--- src/common/imp_pkg.sv ---
// constants and types shared by the idle-mode / pixel-format command block
// Contract
// - command 0x38, no parameter, clears the idle-mode flag.
// - leave-idle while idle already off changes nothing.
// - command 0x39, no parameter, sets the idle-mode flag.
// - in idle mode only the top bit of each 6-bit colour reaches the panel.
// - enter-idle while idle already on has no effect.
// - idle flag is off after power-on, hardware reset and software reset.
// - command 0x3a takes one parameter byte, stored as pixel format.
// - parameter bits 6..4 are video-stream format, bits 2..0 command-bus format.
// - parameter bits 7 and 3 are ignored.
// - an unused interface's format field is disregarded.
// - a format change affects only later frame-memory writes.
// - pixel format is 18 bpp after power-on and hardware reset, kept on software reset.
// - all three commands are accepted in every operating state.
package imp_pkg;
   localparam logic [7:0] IMP_CMD_IDLE_OFF = 8'h38;
   localparam logic [7:0] IMP_CMD_IDLE_ON  = 8'h39;
   localparam logic [7:0] IMP_CMD_PIXFMT   = 8'h3a;
   localparam int         IMP_VID_LSB      = 4;
   localparam int         IMP_BUS_LSB      = 0;
   localparam int         IMP_FMT_W        = 3;
   // 18 bpp code for both fields
   localparam logic [2:0] IMP_FMT_18BPP    = 3'h6;
   localparam int         IMP_COMP_W       = 6;
   typedef enum logic [0:0] {IMP_ST_CMD, IMP_ST_PARAM} imp_state_t;
endpackage

--- src/design/imp_colour_gate.sv ---
// one colour component: full depth, or msb only while idle
module imp_colour_gate
   import imp_pkg::*;
#(
   parameter int W = IMP_COMP_W
) (
   // control
   input  wire logic         idle,
   // data
   input  wire logic [W-1:0] comp_in,
   output logic [W-1:0]      comp_out
);
   // msb replicated so the eight colours reach full swing
   assign comp_out = idle ? {W{comp_in[W-1]}} : comp_in;
endmodule

--- src/design/imp_cmd_core.sv ---
// command interpreter for idle mode and pixel format
module imp_cmd_core
   import imp_pkg::*;
#(
   parameter int DW = 8
) (
   // clock and reset
   input  wire logic          ref_clk,
   input  wire logic          nrst,
   // host command bus
   input  wire logic          cmd_data_select,
   input  wire logic          read_strobe_n,
   input  wire logic          write_strobe_n,
   input  wire logic [DW-1:0] bus_data,
   // software reset pulse from the main decoder
   input  wire logic          sw_reset,
   // which interfaces are in use
   input  wire logic          vid_if_used,
   input  wire logic          bus_if_used,
   // pixel stream toward frame memory and panel
   input  wire logic          pix_wr_valid,
   input  wire logic [17:0]   pix_in,
   // state outputs
   output logic               idle_mode,
   output logic [2:0]         vid_pix_fmt,
   output logic [2:0]         bus_pix_fmt,
   output logic               fmt_pending,
   output logic [17:0]        panel_pix
);
   typedef struct packed {
      logic             wr_q;
      imp_state_t       st;
      logic             idle;
      logic [2:0]       vid_fmt;
      logic [2:0]       bus_fmt;
      logic [2:0]       vid_act;
      logic [2:0]       bus_act;
      logic             pend;
      logic [17:0]      pix;
   } imp_core_t;

   imp_core_t q;
   imp_core_t d;
   logic      wr_rise;
   logic      is_cmd;
   logic [17:0] gated;
   logic        param_take;
   logic        param_stray;

   // rising edge of the write strobe, read strobe must be high
   assign wr_rise = write_strobe_n & ~q.wr_q & read_strobe_n;
   assign is_cmd  = ~cmd_data_select;
   // a data byte counts as the format parameter only right after 0x3a
   assign param_take  = wr_rise & ~is_cmd & (q.st == IMP_ST_PARAM);
   assign param_stray = wr_rise & ~is_cmd & (q.st != IMP_ST_PARAM);

   genvar g;
   generate
      for (g = 0; g < 3; g++) begin : g_comp
         imp_colour_gate #(.W(IMP_COMP_W)) u_gate (
            .idle     (q.idle),
            .comp_in  (pix_in[g*IMP_COMP_W +: IMP_COMP_W]),
            .comp_out (gated[g*IMP_COMP_W +: IMP_COMP_W])
         );
      end
   endgenerate

   always_comb begin
      d = q;
      d.wr_q = write_strobe_n;
      // new format takes hold at the next frame-memory write only; done before decode
      // so that a parameter taken in the same cycle keeps its pending flag
      if (pix_wr_valid) begin
         d.vid_act = q.vid_fmt;
         d.bus_act = q.bus_fmt;
         d.pend    = 1'b0;
      end
      // no operating-state input gates decode: commands work in every state
      if (wr_rise) begin
         if (is_cmd) begin
            d.st = IMP_ST_CMD;
            case (bus_data[7:0])
               IMP_CMD_IDLE_OFF: d.idle = 1'b0;
               IMP_CMD_IDLE_ON:  d.idle = 1'b1;
               IMP_CMD_PIXFMT:   d.st = IMP_ST_PARAM;
               default:          d.st = IMP_ST_CMD;
            endcase
         end else begin
            case (q.st)
               IMP_ST_PARAM: begin
                  // bits 7 and 3 are dropped here
                  if (vid_if_used) begin
                     d.vid_fmt = bus_data[IMP_VID_LSB +: IMP_FMT_W];
                  end
                  if (bus_if_used) begin
                     d.bus_fmt = bus_data[IMP_BUS_LSB +: IMP_FMT_W];
                  end
                  d.pend = 1'b1;
                  d.st   = IMP_ST_CMD;
               end
               default: d.st = IMP_ST_CMD;
            endcase
         end
      end
      d.pix = gated;
      if (sw_reset) begin
         d.idle = 1'b0;
         d.st   = IMP_ST_CMD;
      end
   end

   always_ff @(posedge ref_clk or negedge nrst) begin
      if (!nrst) begin
         q.wr_q    <= 1'b1;
         q.st      <= IMP_ST_CMD;
         q.idle    <= 1'b0;
         q.vid_fmt <= IMP_FMT_18BPP;
         q.bus_fmt <= IMP_FMT_18BPP;
         q.vid_act <= IMP_FMT_18BPP;
         q.bus_act <= IMP_FMT_18BPP;
         q.pend    <= 1'b0;
         q.pix     <= 18'h0;
      end else begin
         q <= d;
      end
   end

   assign idle_mode   = q.idle;
   assign vid_pix_fmt = q.vid_act;
   assign bus_pix_fmt = q.bus_act;
   assign fmt_pending = q.pend;
   assign panel_pix   = q.pix;
endmodule

--- config.mk ---
export PLATFORM = sky130hd
export DESIGN_NAME = imp_cmd_core
export DESIGN_NICKNAME = d
export VERILOG_FILES = /design/src/common/imp_pkg.sv /design/src/design/imp_colour_gate.sv /design/src/design/imp_cmd_core.sv
export SDC_FILE = /design/constraint.sdc
export NUM_CORES = 1
export LEC_CHECK = 0
export ABC_CLOCK_PERIOD_IN_PS = 1700
export BUFFER_PORTS_ARGS = -buffer_cell sky130_fd_sc_hd__buf_2
export CAP_MARGIN = 40
export CORE_MARGIN = 2
export CORE_UTILIZATION = 30
export CTS_CLUSTER_SIZE = 24
export DETAILED_ROUTE_END_ITERATION = 7
export PLACE_DENSITY = 0.6
export SLEW_MARGIN = 25
export SYNTH_ARGS = -nofsm -noshare
export SYNTH_HDL_FRONTEND = slang
export SYNTH_SLANG_ARGS = --single-unit
export TNS_END_PERCENT = 1
--- constraint.sdc ---
create_clock -name ref_clk -period 1.7 [get_ports ref_clk]
set_input_delay 0.255 -clock ref_clk [delete_from_list [all_inputs] [get_ports ref_clk]]
set_output_delay 0.255 -clock ref_clk [all_outputs]
set_load 0.02 [all_outputs]
==> impl_metrics.json <==
{
  "cts_buffer_depth": 2,
  "p_clk_share_pct": 37.7,
  "holdWs_ns": -0.0109,
  "wirelength_mm": 2.64,
  "insertion_delay_ns": 0.28,
  "drt-initial-drc-count": 23,
  "netlist_area_sq_um": 1510,
  "synth_most_common_cell": "dfrtp_1",
  "final_cells": 231,
  "finalCritPeriodShare_pct": 85.1,
  "diodes": 0,
  "drv_cap": 0,
  "failed_checks": "hold timing",
  "port-buffer-count": 60,
  "p_per_area_nw_per_um2": 881,
  "critPathMaxFanout": 20,
  "pin_count": 61,
  "power_frac_seq_pct": 53.2,
  "ys.warnings.count": 0,
  "synth_cell_types": 20,
  "first_pass_iters": 4,
  "setup_viol_count_final": 0,
  "cts_num_sinks": 34,
  "crit_slowest_cell": "dfrtp_1",
  "timing.reg2reg.setup_slack_ns": 0.35,
  "internal_power_mw": 1.22,
  "synth_area_leaders": "dfrtp_1, dfstp_2, buf_4",
  "rr_startpoint": "q[33]$_DFF_PN1_",
  "peakVddDrop_mv": 0.356,
  "ant_nets": 0,
  "async_reset_ff_share_pct": 100,
  "final_nets": 198,
  "post_cts.repair.setup_buffers": 0,
  "path_cells": "buf_2",
  "grt_pass1_vias": 925,
  "die_w_um": 74.9,
  "drc": 0,
  "worst_setup_path_start_kind": "flip-flop",
  "cts_tree": "done",
  "yosysTopAreaCell": "dfrtp_1",
  "cts-buffers-inserted": 5,
  "slowest_delay_ns": 0.66,
  "crit_path_end_kind": "output port",
  "ctsResizeCount": 0,
  "h-tree-depth": 2,
  "grt_max_degree": 35,
  "route.detailed.wl_per_inst_um": 11.4,
  "syn_inst": 123,
  "dp_hpwl_mm": 2.02,
  "die_h_um": 74.9,
  "status": "finished, violations left",
  "p_sw_share_pct": 22.7,
  "synthTopCellsByCount": "dfrtp_1, buf_4, inv_1, o21ai_0, dfstp_2",
  "worstMarginPinSlew_ns": 0.502,
  "num_vias": 934,
  "drv_slew": 0,
  "crit_buf_inv": 1,
  "core_area_sq_um": 4790,
  "power_switching_uw": 358,
  "dp.cells": 223,
  "rows": 25,
  "cp_data_arrival_time_ns": 1.19,
  "viasPerCell": 4.04,
  "gp_congestion": 0.743,
  "clockRootBuffer": "clkbuf_8",
  "grt_pass1_wl_mm": 4.17,
  "yosys_register_bits": 34,
  "track_usage_pct": 10.0,
  "hold_path.class": "in -> async",
  "synth_area_per_cell_sq_um": 12.3,
  "cts.clk_slew.worst_paths_ns": 0.06,
  "ys_seq_area_share_pct": 57.1,
  "fin_crit_ns": 1.45,
  "combPwrFrac_pct": 9.1,
  "area_growth_pct": 18.6,
  "die_area_sq_um": 5610,
  "syn_nets": 158,
  "leakage_nw": 0.943,
  "r2r_cells": 3,
  "cts_hold_buffers": 0,
  "antenna_found_initial": 0,
  "worstPathRequired_ns": 1.44,
  "synth_top_area_share_pct": 41.5,
  "initial_core_util_pct": 31.5,
  "grt-ovfl-total": 0,
  "drive_above_1_share_pct": 56.1,
  "reg2reg_to": "q[28]$_DFFE_PN0P_",
  "tns_ns": 0,
  "synth_edf_count": 0,
  "path_delay_family": "flip-flops",
  "rsz0062_at_grt": "false",
  "clock_skew_ns": 0.00610,
  "critPathKind": "reg -> out",
  "synth_ff_type": "dfrtp_1",
  "maxSlewHeadroom_pct": 66.5,
  "max_freq_ghz": 0.691,
  "timing_hold_violations_final": 23
}
flip-flops by register name (all words and copies together), names as in the netlist:
| name | cells |
|---|---|
| q | 8 |
| panel_pix | 18 |
| bus_pix_fmt | 3 |
| fmt_pending | 1 |
| idle_mode | 1 |
| vid_pix_fmt | 3 |
cell usage in the layout, fill, tap and decap left out, types with 2 or more instances in the layout:
cell type and instances:
o21ai_0 16, dfstp_2 9, mux2_2 6, clkbuf_8 6, buf_2 60, dfrtp_1 25, nand4_4 2, nand2_1 3
inv_1 16, and3b_1 2, mux2_4 6, nand2b_1 3
power groups by stage:
stage | clock network, mW | registers (mW) | logic, mW
global route | 0.662 | 0.840 | 0.159
global placement | 0 | 0.853 | 0.145
CTS | 0.617 | 0.838 | 0.147
floorplan | 0 | 0.853 | 0.0886
detailed placement | 0 | 0.853 | 0.146
finish | 0.594 | 0.838 | 0.143
per-layer routing:
layer | wire length [um] | part of all wire (%) | global-route usage (%)
met5 | 0 | 0 | 0
met4 | 31 | 1.2 | 4.17
met3 | 294 | 11 | 4.15
met2 | 1130 | 43 | 15.5
met1 | 1180 | 45 | 12.3
logic make-up (layout without fill, tap and decap cells):
family | Yosys count | count (layout) | synth area share (%)
AOI/OAI and AO/OA | 17 | 17 | 5.64
buffers and inverters | 44 | 85 | 17.4
DFF | 34 | 34 | 57.1
muxes | 13 | 13 | 11.1
and+or+nand+nor | 15 | 15 | 8.71
worst max path at each step:
stage / cells after the start / from / slack (ns) / endpoint
2_1_floorplan: 4 / q[33]$_DFF_PN1_ / 0.39 / q[28]$_DFFE_PN0P_
3_3_place_gp: 3 / q[33]$_DFF_PN1_ / 0.37 / q[25]$_DFFE_PN0P_
5_1_grt: 1 / idle_mode$_DFFE_PN0P_ / 0.12 / idle_mode
3_5_place_dp: 3 / q[33]$_DFF_PN1_ / 0.35 / q[28]$_DFFE_PN0P_
4_1_cts: 1 / idle_mode$_DFFE_PN0P_ / 0.20 / idle_mode
6_report: 1 / idle_mode$_DFFE_PN0P_ / 0.25 / idle_mode
through the flow:
step                setup WS [ns]  cell area (sq um)  power (mW)  hold WS [ns]  util (%)
floorplan                   0.388               1510       0.941       -0.0406         -
global placement            0.370               1700       0.998         0.302      35.5
detailed placement          0.348               1700       0.999         0.306      35.5
CTS                         0.197               1790        1.60       0.00238      37.4
global route                0.123               1790        1.66        0.0240      37.4
finish                      0.253               1790        1.58       -0.0109      37.4
final cells by class:
cell class / count / area [sq um]
clock inverter: 1 / 5.00
multi-input combinational: 45 / 384
clock buffer: 7 / 86.3
fill: 484 / 3000
sequential: 34 / 862
tap: 67 / 83.8
inverter: 16 / 60.1
timing repair buffer: 61 / 308
No activity file was read; power rests on OpenSTA's default activity.
